`config.mk`:
```
export PLATFORM = sky130hd
export DESIGN_NAME = vic_top
export DESIGN_NICKNAME = d
export VERILOG_FILES = /design/src/vic_pkg.sv /design/src/vic_top.sv
export SDC_FILE = /design/constraint.sdc
export NUM_CORES = 1
export LEC_CHECK = 0
export BUFFER_PORTS_ARGS = -buffer_cell sky130_fd_sc_hd__buf_2
export CAP_MARGIN = 15
export CORE_AREA = 2 2 98 100
export CTS_CLUSTER_SIZE = 24
export DETAILED_ROUTE_END_ITERATION = 10
export DIE_AREA = 0 0 100 102
export PLACE_DENSITY = 0.68
export SLEW_MARGIN = 10
export SYNTH_ARGS = -nofsm -noshare
export SYNTH_HDL_FRONTEND = slang
export SYNTH_SLANG_ARGS = --single-unit
export TNS_END_PERCENT = 100
```
`constraint.sdc`:
```
create_clock -name ref_clk_i -period 3.95 [get_ports ref_clk_i]
set_input_delay 0.395 -clock ref_clk_i [delete_from_list [all_inputs] [get_ports ref_clk_i]]
set_output_delay 0.395 -clock ref_clk_i [all_outputs]
set_load 0.01 [all_outputs]
```
`src/vic_pkg.sv`:
```
package vic_pkg;
  // Register file addresses of the status registers
  localparam logic [5:0] ADDR_SECONDARY_IRQ_STATUS = 6'h0e;
  localparam logic [5:0] ADDR_PRIMARY_IRQ_STATUS = 6'h0f;
  // I/O control addresses of the mask registers
  localparam logic [5:0] IOC_SECONDARY_IRQ_MASK = 6'h0e;
  localparam logic [5:0] IOC_PRIMARY_IRQ_MASK = 6'h0f;

  // Primary status field positions
  localparam int BIT_MAIN_TIMER = 0;
  localparam int BIT_INPUT_CHANGE = 1;
  localparam int BIT_EXTERNAL = 2;
  localparam int BIT_AUX_A = 3;
  localparam int BIT_AUX_B = 4;
  localparam int BIT_AUX_C = 5;
  localparam int BIT_HIGH_PULSE = 6;
  localparam int BIT_LOW_PULSE = 7;
  // Secondary status field positions
  localparam int BIT_INPUT_CHANGE_WAKE = 1;
  localparam int BIT_COMPARATOR_WAKE = 2;
  localparam int BIT_CONV_WAKE = 3;
  localparam int BIT_COMPARATOR = 4;
  localparam int BIT_CONV_DONE = 5;
  localparam logic [7:0] SECONDARY_RW_MASK = 8'h3e;

  // Reset values
  localparam logic [7:0] PRIMARY_STATUS_RST = 8'h00;
  localparam logic [7:0] SECONDARY_STATUS_RST = 8'h00;
  localparam logic [7:0] PRIMARY_MASK_RST = 8'h00;
  localparam logic [7:0] SECONDARY_MASK_RST = 8'h00;

  // Noise rejection length in system clocks
  localparam int EXT_FILTER_CYCLES = 8;

  // Vector addresses
  localparam logic [9:0] VEC_EXTERNAL = 10'h003;
  localparam logic [9:0] VEC_INPUT_CHANGE = 10'h006;
  localparam logic [9:0] VEC_MAIN_TIMER = 10'h009;
  localparam logic [9:0] VEC_CONV_DONE = 10'h00c;
  localparam logic [9:0] VEC_COMPARATOR = 10'h00f;
  localparam logic [9:0] VEC_HIGH_PULSE = 10'h012;
  localparam logic [9:0] VEC_LOW_PULSE = 10'h015;
  localparam logic [9:0] VEC_AUX_A = 10'h018;
  localparam logic [9:0] VEC_AUX_B = 10'h01b;
  localparam logic [9:0] VEC_AUX_C = 10'h01e;
endpackage

```
`src/vic_top.sv`:
```
`timescale 1ns/1ps
module vic_top
  import vic_pkg::*;
#(
  parameter int FILTER_CYCLES = EXT_FILTER_CYCLES
) (
  // Clock and reset
  input wire logic ref_clk_i,
  input wire logic sys_rst_i,
  // Same-clock event pulses
  input wire logic main_timer_ovf_i,
  input wire logic aux_timer_a_ovf_i,
  input wire logic aux_timer_b_ovf_i,
  input wire logic aux_timer_c_ovf_i,
  input wire logic high_pulse_underflow_i,
  input wire logic low_pulse_underflow_i,
  input wire logic conv_done_i,
  input wire logic comparator_change_i,
  // Pins
  input wire logic [7:0] port5_pins_i,
  input wire logic ext_pin_i,
  // Configuration
  input wire logic ext_edge_select_i,
  input wire logic low_freq_crystal_mode_i,
  // Core register access
  input wire logic [5:0] reg_addr_i,
  input wire logic reg_wr_i,
  input wire logic reg_rd_i,
  input wire logic ioc_wr_i,
  input wire logic [7:0] reg_wdata_i,
  output logic [7:0] reg_rdata_o,
  input wire logic port5_read_i,
  // Instructions
  input wire logic global_irq_on_instr_i,
  input wire logic global_irq_off_instr_i,
  input wire logic return_from_irq_instr_i,
  input wire logic sleep_instr_i,
  // Vector handshake
  output logic irq_req_o,
  output logic [9:0] irq_vector_o,
  input wire logic irq_ack_i,
  output logic global_irq_en_o,
  output logic sleeping_o,
  output logic wake_o,
  // Context save and restore
  input wire logic [7:0] accumulator_i,
  input wire logic [7:0] core_status_reg_i,
  input wire logic [7:0] indirect_select_reg_i,
  output logic [7:0] accumulator_save_o,
  output logic [7:0] core_status_save_o,
  output logic [7:0] indirect_select_save_o,
  output logic restore_o
);

  logic [7:0] primary_flags;
  logic [7:0] secondary_status;
  logic [7:0] primary_irq_mask;
  logic [7:0] secondary_irq_mask;
  logic [7:0] p5_meta, p5_sync, p5_ref;
  logic ext_meta, ext_sync, ext_filt, ext_filt_prev, ext_level_prev;
  logic [3:0] ext_stable_cnt;
  logic [9:0] pending;

  // Pending order is priority order, index 0 highest
  function automatic logic [9:0] prio_vector(input logic [9:0] p);
    logic [9:0] v;
    v = VEC_AUX_C;
    if (p[0]) v = VEC_EXTERNAL;
    else if (p[1]) v = VEC_INPUT_CHANGE;
    else if (p[2]) v = VEC_MAIN_TIMER;
    else if (p[3]) v = VEC_CONV_DONE;
    else if (p[4]) v = VEC_COMPARATOR;
    else if (p[5]) v = VEC_HIGH_PULSE;
    else if (p[6]) v = VEC_LOW_PULSE;
    else if (p[7]) v = VEC_AUX_A;
    else if (p[8]) v = VEC_AUX_B;
    return v;
  endfunction

  always_ff @(posedge ref_clk_i or posedge sys_rst_i) begin
    if (sys_rst_i) begin
      p5_meta <= 8'h00;
      p5_sync <= 8'h00;
      ext_meta <= 1'b0;
      ext_sync <= 1'b0;
    end else begin
      p5_meta <= port5_pins_i;
      p5_sync <= p5_meta;
      ext_meta <= ext_pin_i;
      ext_sync <= ext_meta;
    end
  end

  // Reference for change detection is refreshed on every port read
  always_ff @(posedge ref_clk_i or posedge sys_rst_i) begin
    if (sys_rst_i) begin
      p5_ref <= 8'h00;
    end else if (port5_read_i) begin
      p5_ref <= p5_sync;
    end
  end
  logic input_change;
  assign input_change = (p5_sync != p5_ref);

  // Glitch filter: level accepted only after staying put, except in low-frequency crystal mode where it passes straight through
  always_ff @(posedge ref_clk_i or posedge sys_rst_i) begin
    if (sys_rst_i) begin
      ext_filt <= 1'b0;
      ext_stable_cnt <= 4'h0;
      ext_level_prev <= 1'b0;
      ext_filt_prev <= 1'b0;
    end else begin
      ext_level_prev <= ext_sync;
      ext_filt_prev <= ext_filt;
      if (low_freq_crystal_mode_i) begin
        ext_filt <= ext_sync;
        ext_stable_cnt <= 4'h0;
      end else if (ext_sync != ext_level_prev || ext_sync == ext_filt) begin
        ext_stable_cnt <= 4'h0;
      end else if (ext_stable_cnt == 4'(FILTER_CYCLES - 2)) begin
        ext_filt <= ext_sync;
        ext_stable_cnt <= 4'h0;
      end else begin
        ext_stable_cnt <= ext_stable_cnt + 4'h1;
      end
    end
  end

  logic ext_event;
  // High select takes rising edges, low takes falling
  assign ext_event = ext_edge_select_i ? (ext_filt & ~ext_filt_prev) : (~ext_filt & ext_filt_prev);

  logic [7:0] primary_set;
  always_comb begin
    primary_set = 8'h00;
    primary_set[BIT_MAIN_TIMER] = main_timer_ovf_i;
    primary_set[BIT_INPUT_CHANGE] = input_change & primary_irq_mask[BIT_INPUT_CHANGE];
    primary_set[BIT_EXTERNAL] = ext_event;
    primary_set[BIT_AUX_A] = aux_timer_a_ovf_i;
    primary_set[BIT_AUX_B] = aux_timer_b_ovf_i;
    primary_set[BIT_AUX_C] = aux_timer_c_ovf_i;
    primary_set[BIT_HIGH_PULSE] = high_pulse_underflow_i;
    primary_set[BIT_LOW_PULSE] = low_pulse_underflow_i;
  end

  logic wr_primary, wr_secondary;
  assign wr_primary = reg_wr_i && reg_addr_i == ADDR_PRIMARY_IRQ_STATUS;
  assign wr_secondary = reg_wr_i && reg_addr_i == ADDR_SECONDARY_IRQ_STATUS;

  // A new event wins over a software clear in the same cycle
  always_ff @(posedge ref_clk_i or posedge sys_rst_i) begin
    if (sys_rst_i) begin
      primary_flags <= PRIMARY_STATUS_RST;
    end else if (wr_primary) begin
      primary_flags <= reg_wdata_i | primary_set;
    end else begin
      primary_flags <= primary_flags | primary_set;
    end
  end

  logic [7:0] secondary_set;
  always_comb begin
    secondary_set = 8'h00;
    secondary_set[BIT_CONV_DONE] = conv_done_i;
    secondary_set[BIT_COMPARATOR] = comparator_change_i;
  end

  always_ff @(posedge ref_clk_i or posedge sys_rst_i) begin
    if (sys_rst_i) begin
      secondary_status <= SECONDARY_STATUS_RST;
    end else if (wr_secondary) begin
      secondary_status <= (reg_wdata_i & SECONDARY_RW_MASK) | secondary_set;
    end else begin
      secondary_status <= secondary_status | secondary_set;
    end
  end

  always_ff @(posedge ref_clk_i or posedge sys_rst_i) begin
    if (sys_rst_i) begin
      primary_irq_mask <= PRIMARY_MASK_RST;
      secondary_irq_mask <= SECONDARY_MASK_RST;
    end else if (ioc_wr_i) begin
      if (reg_addr_i == IOC_PRIMARY_IRQ_MASK) begin
        primary_irq_mask <= reg_wdata_i;
      end
      if (reg_addr_i == IOC_SECONDARY_IRQ_MASK) begin
        secondary_irq_mask <= reg_wdata_i & SECONDARY_RW_MASK;
      end
    end
  end

  // Reads of the primary register see only unmasked flags
  always_ff @(posedge ref_clk_i or posedge sys_rst_i) begin
    if (sys_rst_i) begin
      reg_rdata_o <= 8'h00;
    end else if (reg_rd_i) begin
      unique case (reg_addr_i)
        ADDR_PRIMARY_IRQ_STATUS: reg_rdata_o <= primary_flags & primary_irq_mask;
        ADDR_SECONDARY_IRQ_STATUS: reg_rdata_o <= secondary_status;
        default: reg_rdata_o <= 8'h00;
      endcase
    end
  end

  logic [7:0] primary_pend;
  logic [7:0] secondary_pend;
  assign primary_pend = primary_flags & primary_irq_mask;
  assign secondary_pend = secondary_status & secondary_irq_mask;
  assign pending = {primary_pend[BIT_AUX_C], primary_pend[BIT_AUX_B], primary_pend[BIT_AUX_A],
                    primary_pend[BIT_LOW_PULSE], primary_pend[BIT_HIGH_PULSE],
                    secondary_pend[BIT_COMPARATOR], secondary_pend[BIT_CONV_DONE],
                    primary_pend[BIT_MAIN_TIMER], primary_pend[BIT_INPUT_CHANGE],
                    primary_pend[BIT_EXTERNAL]};

  // Ack clears, then enable instructions set, then disable clears
  always_ff @(posedge ref_clk_i or posedge sys_rst_i) begin
    if (sys_rst_i) begin
      global_irq_en_o <= 1'b0;
    end else if (irq_ack_i && irq_req_o) begin
      global_irq_en_o <= 1'b0;
    end else if (global_irq_on_instr_i || return_from_irq_instr_i) begin
      global_irq_en_o <= 1'b1;
    end else if (global_irq_off_instr_i) begin
      global_irq_en_o <= 1'b0;
    end
  end

  // Vector is held registered alongside the request
  always_ff @(posedge ref_clk_i or posedge sys_rst_i) begin
    if (sys_rst_i) begin
      irq_req_o <= 1'b0;
      irq_vector_o <= VEC_EXTERNAL;
    end else begin
      irq_req_o <= global_irq_en_o && (|pending) && !(irq_ack_i && irq_req_o) && !sleeping_o;
      irq_vector_o <= prio_vector(pending);
    end
  end

  logic wake_cause;
  assign wake_cause = (input_change && primary_irq_mask[BIT_INPUT_CHANGE] &&
                       secondary_status[BIT_INPUT_CHANGE_WAKE]) ||
                      (conv_done_i && secondary_status[BIT_CONV_WAKE]) ||
                      (comparator_change_i && secondary_status[BIT_COMPARATOR_WAKE]);

  always_ff @(posedge ref_clk_i or posedge sys_rst_i) begin
    if (sys_rst_i) begin
      sleeping_o <= 1'b0;
      wake_o <= 1'b0;
    end else begin
      wake_o <= sleeping_o && wake_cause;
      if (sleeping_o && wake_cause) begin
        sleeping_o <= 1'b0;
      end else if (sleep_instr_i) begin
        sleeping_o <= 1'b1;
      end
    end
  end

  // Only one level of shadow; nested entry loses the outer context
  always_ff @(posedge ref_clk_i or posedge sys_rst_i) begin
    if (sys_rst_i) begin
      accumulator_save_o <= 8'h00;
      core_status_save_o <= 8'h00;
      indirect_select_save_o <= 8'h00;
    end else if (irq_ack_i && irq_req_o) begin
      accumulator_save_o <= accumulator_i;
      core_status_save_o <= core_status_reg_i;
      indirect_select_save_o <= indirect_select_reg_i;
    end
  end

  always_ff @(posedge ref_clk_i or posedge sys_rst_i) begin
    if (sys_rst_i) begin
      restore_o <= 1'b0;
    end else begin
      restore_o <= return_from_irq_instr_i;
    end
  end
endmodule

```
[Yosys cells after proc, flatten, opt, wreduce, memory -nomap -nowiden]
Cells that the tools add are included.
Storage, ports and cells
  bits in registers: 109
  bits in latches: 0
  memory bits (writable): 0
  ROM bits: 0
  logic and storage cells: 90
  memories: 0
Operators by class
  add/subtract/negate cells: 1
  $mul: 0
  divide/modulo/power cells: 0
  order comparisons: 0
  equal/unequal tests: 7
  shift operators: 0
  multiplexer cells: 24
  bitwise logic cells: 11
  reductions and logical operators: 24
Operators by type and width (number)
  $mux W4: 5
  $mux W5: 4
  $mux W8: 2
  $or A8 B8 Y8: 2
  $pmux W8 S2: 1
  $eq A6 B4 Y1 const B: 2
  $logic_and A1 B1 Y1: 11
  $mux W10: 1
  $reduce_or A10 Y1: 1
  $mux W1: 9
  $and A8 B8 Y8: 1
  $ne A8 B8 Y1: 1
  $or A8 B6 Y8: 1
  $and A6 B6 Y6: 1
  $mux W3: 2
  $or A6 B6 Y6: 1
  $reduce_and A2 Y1: 3
  $add A4 B1 Y4 const B: 1
  $eq A4 B3 Y1 const B: 1
  $logic_or A1 B1 Y1: 4
  $reduce_bool A2 Y1: 2
  $and A1 B1 Y1: 3
  $reduce_bool A3 Y1: 1
  $logic_not A1 Y1: 2
  4 further kinds: 5

[Logic depth before layout (Yosys ltp)]
Gate-level depths: netlist (run 1).
  depth after elaboration: 10
  gate-level depth with buffers: 5
  depth with buffers taken out: 5

[Worst setup path before layout (run 1)]
Ideal clock, no wire load.
  kind: input-to-reg
  from: input reg_addr_i[4]
  to: register primary_irq_mask[0]
  data arrival time: 1382 ps
  slack: 2443 ps
  stages: 5
  cell sequence: and4bb_2 > and2_1 > buf_4 > nand3_4 > mux2_2
Between the ends
  cells in the longest elaborated chain, start to end: 2
RTL lines
  start: declaration: RTL line vic_top.sv:26  | input wire logic [5:0] reg_addr_i,
  $eq A6 B4 Y1: RTL line vic_top.sv:183  | if (reg_addr_i == IOC_PRIMARY_IRQ_MASK) begin
  $reduce_and A2 Y1 (no line)
  end signal: assignment: RTL line vic_top.sv:184  | primary_irq_mask <= reg_wdata_i;
  end: declaration: RTL line vic_top.sv:57  | logic [7:0] primary_irq_mask;
No other way between the ends.
A chain may end at the register's enable or synchronous reset.

[Worst setup path after layout (run 1)]
  from: register irq_req_o
  to: register indirect_select_save_o[2]
Between the ends
  cells in the longest elaborated chain, start to end: 1
RTL lines
  start: declaration: RTL line vic_top.sv:39  | output logic irq_req_o,
  start signal: assignment: RTL line vic_top.sv:234  | irq_req_o <= global_irq_en_o && (|pending) && !(irq_ack_i && irq_req_o) && !sleeping_o;
  $logic_and A1 B1 Y1: RTL line vic_top.sv:265  | end else if (irq_ack_i && irq_req_o) begin
  end signal: assignment: RTL line vic_top.sv:268  | indirect_select_save_o <= indirect_select_reg_i;
  end: declaration: RTL line vic_top.sv:51  | output logic [7:0] indirect_select_save_o,
No other way between the ends.

==> results of run 1 <==
==> layer usage <==
layer,part of all wire (%),GRT usage (%),vias to the layer above
met5,0,0,-
met4,1.7,6.53,0
met3,4.8,3.56,12
met2,50,25.8,62
met1,43,18.8,1289
li1,-,-,1258
==> worst max-delay path: cells and delay by family, from the launching register on <==
kind | cells | cell delay (ps)
AND/OR/NAND/NOR | 1 | 750
flip-flops | 1 | 400
multiplexers | 1 | 420
==> sequential cells by signal, summed over array words and instances, names as in the netlist, 2 cells and up <==
name / cells
accumulator_save_o: 8
core_status_save_o: 8
ext_stable_cnt: 4
indirect_select_save_o: 8
irq_vector_o: 5
p5_meta: 8
p5_ref: 8
p5_sync: 8
primary_flags: 8
primary_irq_mask: 8
reg_rdata_o: 8
secondary_irq_mask: 2
secondary_status: 5
==> logic make-up after synthesis <==
| logic type | after synthesis | synth area share (%) |
|---|---|---|
| compound gates | 43 | 7.16 |
| xor+xnor | 10 | 2.26 |
| fa+ha+maj | 2 | 0.645 |
| buf+inv | 35 | 4.07 |
| flops | 98 | 63.3 |
| mux | 48 | 13.8 |
| other cells | 1 | 0.0967 |
| simple gates | 68 | 8.62 |
==> cell usage in the layout (no fill, tap or decap), drive strengths merged <==
master,instances
nor3,3
mux2,45
and4bb,1
nand4,3
o21ba,1
o22ai,4
xnor2,10
a21oi,6
and3,1
inv,23
o211ai,1
o21ai,16
nor2,17
ha,2
a211o,6
mux2i,3
clkinvlp,2
nand2,20
and2,4
conb,5
nor2b,1
a31o,2
clkbuf,10
dfstp,2
o31a,1
a22oi,1
nand3,15
nand4b,1
dfrtp,96
bufinv,2
nand3b,2
a22o,1
a41oi,1
clkinv,1
buf,110
a31oi,2
a221oi,1
==> power groups by stage <==
stage / registers (mW) / logic (mW) / clock network (mW)
floorplan: 1.38 / 0.265 / 0
global placement: 1.30 / 0.579 / 0
detailed placement: 1.32 / 0.589 / 0
CTS: 1.30 / 0.590 / 0.701
global route: 1.32 / 0.639 / 0.747
finish: 1.29 / 0.577 / 0.679
==> area by class of cell <==
type / count / share of cell area, %
clock buffers: 10 / 2.70
clock inverters: 5 / 1.70
inverters: 23 / 1.88
multi-input cells: 176 / 27.1
flip-flops and latches: 98 / 52.0
well taps: 111 / 2.94
repair buffers: 110 / 11.7
==> path summary, 6_finish.rpt <==
| check | startpoint | to | depth (start not counted) |
|---|---|---|---|
| max | irq_req_o | indirect_select_save_o[2] | 2 |
| min reg2reg | p5_meta[3] | p5_sync[3] | 0 |
| max reg2reg | irq_req_o | indirect_select_save_o[2] | 2 |
| min in group asynchronous | sys_rst_i | core_status_save_o[6] | 2 |
| max in group asynchronous | sys_rst_i | irq_vector_o[0] | 3 |
| min | port5_pins_i[5] | p5_meta[5] | 1 |
==> flow_summary.ini, run 1 <==
[run_status]
status = finished clean

[pwr]
combPwrFrac_pct = 22.7
total_power_mw = 2.55
p_sw_share_pct = 27.6
p_switching_uw = 705
p_int_mw = 1.84
seqPwrFrac_pct = 50.7
powerDensity_nw_per_um2 = 540
p_leak_nw = 2.28
peakVddDrop_uv = 244
p_clk_share_pct = 26.6

[timing]
final-setup-viol-count = 0
hold_viol = 0
max_freq_mhz = 592
skew_ps = 12.8
tns_ps = 0
relSlewSlack_pct = 32.2
worst_slack_ps = 2260
fin_crit_sh_pct = 42.8
hold_slack_ps = 144
worst_slew_pin_slew_ps = 1020
drv_slew = 0
rsz0062_at_grt = false
final.min_clock_period_ps = 1690

[grt]
grtUsageTotal_pct = 15.2
grt_pass1_vias = 2553
grt_pass1_wl_mm = 12.0
antenna_found_initial = 0
grt-ovfl-total = 0
grt_max_degree = 69

[floorplanning]
ioPinCount = 115
core_area_um2 = 9110
die_area_um2 = 10200
rows = 35
die_w_um = 100
start_util_pct = 42.6
die_y_um = 102

[clock_network]
root_buffer = clkbuf_8
cts_resized = 0
htree_levels = 3
clock_insertion_delay_worst_skew_ps = 360
post_cts_buffers = 0
clkSinkCount = 98
tritoncts = built
cts_buffers = 9
holdBufCountCts = 0
cts.clk_slew.worst_paths_ps = 90
clock_tree.buffer_depth = 2

[layout]
syn2layout_area_growth_pct = 21.8
diodes = 0
final_area_um2 = 4720
regArea_um2 = 2450
drive_above_1_share_pct = 41.9
fin_util_pct = 51.9
finalNetCount = 488
multiInputGateArea_um2 = 1280
stdcell_count = 533
nFillCells = 812

[synth]
synth_area_per_cell_um2 = 12.7
ys.flop_type = dfrtp_1
synth.yosys.warnings = 0
synth_seq_cells = 98
netlist_instances = 305
synth.area.top_cells = dfrtp_1 (62%), mux2_2 (13%), xnor2_1 (2.3%)
synth_most_common_cell = dfrtp_1
synthArstFlopShare_pct = 100
yosys-top-cells-count = dfrtp_1 (96), mux2_2 (45), inv_1 (23)
synth-edff-count = 0
ys_types = 36
syn_area_um2 = 3880
yosys.area.top_type_share_pct = 62.0
synth_top_cell_by_area = dfrtp_1
ys_seq_area_share_pct = 63.3

[drt]
drt-total-wl_mm = 7.62
drtIter0Drc = 78
drc = 0
vias_per_cell = 4.92
drt-pass1-iter-count = 4
routedWlPerCell_um = 14.3
vias = 2621
ant_nets = 0

[setup_path]
critPathArrivalTime_ps = 1920
cp_slowest_stage_delay_ps = 750
cp-end-kind = flop
critical_path_class = reg -> reg
crit_chain = nand2_1, mux2_2
crit_path_start_kind = flop
critPathRequiredTime_ps = 4180
slowest_stage = nand2_1
path_max_fanout = 26
r2r_setup_slack_ps = 2260

[hold_path]
hold_class = in -> reg

[place]
gp_congestion = 0.867
dp.cells = 518
numPortBuffers = 109
pre_cts_ws_ps = 2020
postPlaceCellArea_um2 = 4520
post-dp-hpwl_mm = 5.64

[job]
maxCapViolCount = 0
Power figures use the tool's default switching activity.
==> run 2, diff against run 1 <==
ABC_AREA = 1   (was unset)
CORE_AREA = 2 2 99 101   (was 2 2 98 100)
DIE_AREA = 0 0 101 103   (was 0 0 100 102)
PLACE_DENSITY = 0.67   (was 0.68)
clock period = 1.57 ns   (was 3.95 ns; I/O delays follow)
==> run 2 against run 1 <==
Sequential power grew to 2.5 times the previous value. Utilization grew 4.0 points. Count of clock-buffer cells in the layout shrank 1. Synthesized cell count grew 33%. Critical path depth grew 6. Combinational power grew to 2.8 times the previous value. Largest power group unchanged.
==> flow_summary.ini, run 2 <==
[pwr]
p_leak_nw = 2.81
powerDensity_nw_per_um2 = 1290
peakVddDrop_uv = 867

[floorplanning]
start_util_pct = 41.5
die_w_um = 101
rows = 36
die_y_um = 103
ioPinCount = 115
core_area_um2 = 9460
die_area_um2 = 10400

[synth]
yosys.area.top_type_share_pct = 61.1
synth_top_cell_by_area = dfrtp_1
synthArstFlopShare_pct = 100
synth.area.top_cells = dfrtp_1 (61%), nand2_1 (16%), inv_1 (3.1%)
synth_area_per_cell_um2 = 9.65
netlist_instances = 407
yosys-top-cells-count = nand2_1 (166), dfrtp_1 (96), inv_1 (32)
synth_most_common_cell = nand2_1
syn_area_um2 = 3930
synth-edff-count = 0
synth_seq_cells = 98
synth.yosys.warnings = 0
ys_seq_area_share_pct = 62.5
ys_types = 36
ys.flop_type = dfrtp_1

[setup_path]
r2r_setup_slack_ps = 240
path_max_fanout = 10
critPathRequiredTime_ps = 1820
crit_path_start_kind = input port
critPathArrivalTime_ps = 1590
cp-end-kind = flop
critical_path_class = in -> reg

[clock_network]
cts_buffers = 9
cts_resized = 0
htree_levels = 3
root_buffer = clkbuf_8
tritoncts = built
clock_tree.buffer_depth = 2
clkSinkCount = 98
cts.clk_slew.worst_paths_ps = 100
clock_insertion_delay_worst_skew_ps = 370

[layout]
drive_above_1_share_pct = 26.3
finalNetCount = 636
stdcell_count = 686
layout_common_cells = nand2_1 (166), buf_2 (109), dfrtp_1 (96), dlygate4sd3_1 (43), inv_1 (31)
mostFrequentLayoutCell = nand2_1
final_area_um2 = 5280
syn2layout_area_growth_pct = 34.5
nFillCells = 813

[timing]
tns_ps = 0
fin_crit_sh_pct = 84.9
final-setup-viol-count = 0
final.min_clock_period_ps = 1330
skew_ps = 12.2
hold_viol = 0
drv_slew = 0
relSlewSlack_pct = 66.6
rsz0062_at_grt = false
max_freq_mhz = 750
hold_slack_ps = 28.4
worst_slew_pin_slew_ps = 501

[drt]
drt-pass1-iter-count = 5
drc = 0
routedWlPerCell_um = 13.0
drt-total-wl_mm = 8.89
ant_nets = 0
vias_per_cell = 4.71
drtIter0Drc = 122
vias = 3231

[grt]
grt-ovfl-total = 0
grt_pass1_vias = 3160
antenna_found_initial = 1
grt_pass1_wl_mm = 14.5
grtUsageTotal_pct = 18.3
grt_max_degree = 99

[hold_path]
hold_class = in -> reg

[place]
gp_congestion = 0.826
dp.cells = 626
numPortBuffers = 109
post-dp-hpwl_mm = 5.98
postPlaceCellArea_um2 = 4610

[job]
maxCapViolCount = 0

[run_status]
status = finished clean
run 2: layout make-up:
type	count	area, um2	area share, %
Multi-Input combinational cell	265	1290	24.4
Inverter	37	144	2.72
Clock inverter	7	118	2.23
Sequential cell	98	2450	46.5
Antenna cell	1	2.50	0.0474
Timing Repair Buffer	155	1010	19.1
Tap cell	114	143	2.70
Clock buffer	9	124	2.34
run 2: metrics by stage:
stage	utilization [%]	power [mW]	setup WS (ps)
2_1_floorplan	-	4.16	253
3_3_place_gp	48.7	4.79	296
3_5_place_dp	48.7	4.83	234
4_1_cts	55.8	6.88	269
5_1_grt	55.8	7.24	107
6_report	55.9	6.81	237
run 2: final timing paths:
path | start | cells after the start | endpoint
max | reg_addr_i[5] | 8 | primary_flags[0]
min | low_pulse_underflow_i | 3 | primary_flags[7]
max reg2reg | irq_req_o | 4 | core_status_save_o[2]
min reg2reg | p5_meta[3] | 0 | p5_sync[3]
max in group asynchronous | sys_rst_i | 4 | irq_vector_o[0]
min in group asynchronous | sys_rst_i | 4 | p5_sync[6]
run 2: kinds of logic after synthesis:
kind of cell,after synthesis,share of synthesized area [%]
multiplexers,9,3.15
AO/OA/AOI/OAI,43,6.27
adder cells (fa/ha/maj),2,0.637
XOR/XNOR,5,1.11
flip-flops,98,62.5
other,1,0.0954
buffers and inverters,48,5.13
AND/OR/NAND/NOR,201,21.1
run 2: where the power goes:
part | total [mW] | switching (mW) | internal (mW)
combinational | 1.61 | 0.924 | 0.686
sequential | 3.27 | 0.261 | 3.01
clock | 1.93 | 0.877 | 1.05
total | 6.81 | 2.06 | 4.75
run 2: timing repair:
action | CTS | global route
hold endpoints to repair | 137 | 0
setup buffers | 0 | 0
hold buffers | 43 | 0
run 2: critical path, cell delays in order:
cell and delay (ps):
buf_2 110, nor3_4 230, nand2_4 130, nor2_4 110, inv_2 100, a21oi_1 140
nand2_1 60, dlygate4sd3_1 550
run 2: routing by layer:
layer / global-route usage [%] / up-vias / wire length [um]
li1: - / 1584 / -
met5: 0 / - / 0
met1: 22.6 / 1538 / 3880
met3: 4.81 / 12 / 567
met2: 30.1 / 97 / 4280
met4: 8.84 / 0 / 161
==> run 3, diff against run 2 <==
ABC_AREA = 0   (was 1)
CORE_AREA = 2 2 98 100   (was 2 2 99 101)
DIE_AREA = 0 0 100 102   (was 0 0 101 103)
PLACE_DENSITY = 0.68   (was 0.67)
clock period = 1.23 ns   (was 1.57 ns; I/O delays follow)
==> run 3 against run 2 <==
Sequential power increased by 27%. Sequential cell count unchanged. Register-to-register slack got worse by 230 ps. Clock skew decreased by 2.8 ps. Via count decreased by 12%. Sequential share of layout area decreased by 0.14 points. Largest power group unchanged. Highest routed layer is now met5.
==> flow_summary.ini, run 3 (same netlist as run 1, synthesis figures left out) <==
[drt]
drc = 0
vias_per_cell = 4.83
vias = 2842
routedWlPerCell_um = 14.2
drt-pass1-iter-count = 4
ant_nets = 0
drtIter0Drc = 91
drt-total-wl_mm = 8.38

[setup_path]
cp_slowest_stage_delay_ps = 390
crit_chain = inv_1, ha_2, a31oi_2, buf_4, a221oi_2
crit_path_start_kind = flop
path_max_fanout = 3
critPathArrivalTime_ps = 1490
slowest_stage = dfrtp_1
critPathRequiredTime_ps = 1490
r2r_start = ext_stable_cnt[0]
cp-end-kind = flop
critical_path_class = reg -> reg
critPathLaunch = ext_stable_cnt[0]

[place]
numPortBuffers = 109
post-dp-hpwl_mm = 5.75
gp_congestion = 0.834
dp.cells = 531
pre_cts_ws_ps = -129

[run_status]
status = finished clean

[hold_path]
hold_path_startpoint = indirect_select_reg_i[0]
hold_class = in -> reg

[floorplanning]
die_y_um = 102
die_w_um = 100
core_area_um2 = 9110
start_util_pct = 42.6
die_area_um2 = 10200
rows = 35
ioPinCount = 115

[grt]
grt_pass1_vias = 2793
gr-usage-met3_pct = 4.17
grt_util_met2_pct = 28.2
grt_max_degree = 55
antenna_found_initial = 1
met1_usage_pct = 20.7
grt_busiest_layer = met2
grt-ovfl-total = 0
grtUsageTotal_pct = 16.7
grt_pass1_wl_mm = 13.1

[clock_network]
root_buffer = clkbuf_8
clock_tree.buffer_depth = 2
cts.clk_slew.worst_paths_ps = 90
clock_insertion_delay_worst_skew_ps = 360
htree_levels = 3
clkSinkCount = 98
tritoncts = built
cts_buffers = 9

[pwr]
powerDensity_nw_per_um2 = 1580
peakVddDrop_uv = 786
p_leak_nw = 2.54
total_power_mw = 8.36

[timing]
fin_crit_sh_pct = 99.5
final-setup-viol-count = 0
drv_slew = 0
worst_slack_ps = 6.74
rsz0062_at_grt = true
skew_ps = 9.35
hold_viol = 0
max_freq_mhz = 817
hold_slack_ps = 17.9
final.min_clock_period_ps = 1220

[layout]
diodes = 0
drive_above_1_share_pct = 41.6
finalNetCount = 543
syn2layout_area_growth_pct = 36.7
stdcell_count = 589
nFillCells = 775
regArea_um2 = 2450
multiInputGateArea_um2 = 1300
mostFrequentLayoutCell = buf_2
layout_common_cells = buf_2 (109), dfrtp_1 (96), mux2_2 (45), dlygate4sd3_1 (40), inv_1 (22)

[job]
maxCapViolCount = 0
[run 3: final timing paths]
kind                            slack, ps                        end  depth (start not counted)
worst min-delay path                   20  indirect_select_save_o[0]                          2
max in group asynchronous             500            irq_vector_o[0]                          4
worst max register to register          7                   ext_filt                          5
worst max-delay path                    7                   ext_filt                          5
worst min register to register        350                 p5_sync[6]                          0
min in group asynchronous             420             ext_level_prev                          4
[run 3: per-layer routing]
layer,vias to the layer above,share of wire [%]
li1,1368,-
met3,23,4.4
met5,-,0.16
met1,1358,42
met2,91,51
met4,2,2.5
[run 3: timing repair]
action,4_1_cts,5_1_grt
resized for setup,1,5
setup endpoints to repair,5,6
endpoints found under the hold margin,135,0
pin swaps,3,1
buffers inserted,2,0
hold buffers,40,0
[run 3: stage by stage]
stage	area (um2)	util [%]	setup TNS (ps)
floorplan	3900	-	-5090
global placement	4650	51.1	-1220
detailed placement	4650	51.1	-1770
CTS	5290	58.1	0
global route	5300	58.2	-58.5
finish	5300	58.2	0
[run 3: critical path, delay by kind of cell, from the launching register on]
kind	cells	cell delay, ps
AOI/OAI and AO/OA	2	350
DFF	1	390
adders and majority gates	1	180
buffers and inverters	2	220
[run 3: cell type report]
class | count | area share [%]
multi-input cells | 176 | 24.5
inverters | 23 | 1.70
clock inverters | 5 | 1.16
well taps | 111 | 2.62
clock buffers | 11 | 2.86
repair buffers | 165 | 20.8
flip-flops and latches | 98 | 46.3
[run 3: power breakdown]
group	internal, mW	switching, mW	total [mW]
sequential	3.84	0.304	4.14
clock	1.06	1.10	2.17
combinational	1.09	0.963	2.05
total	5.99	2.37	8.36
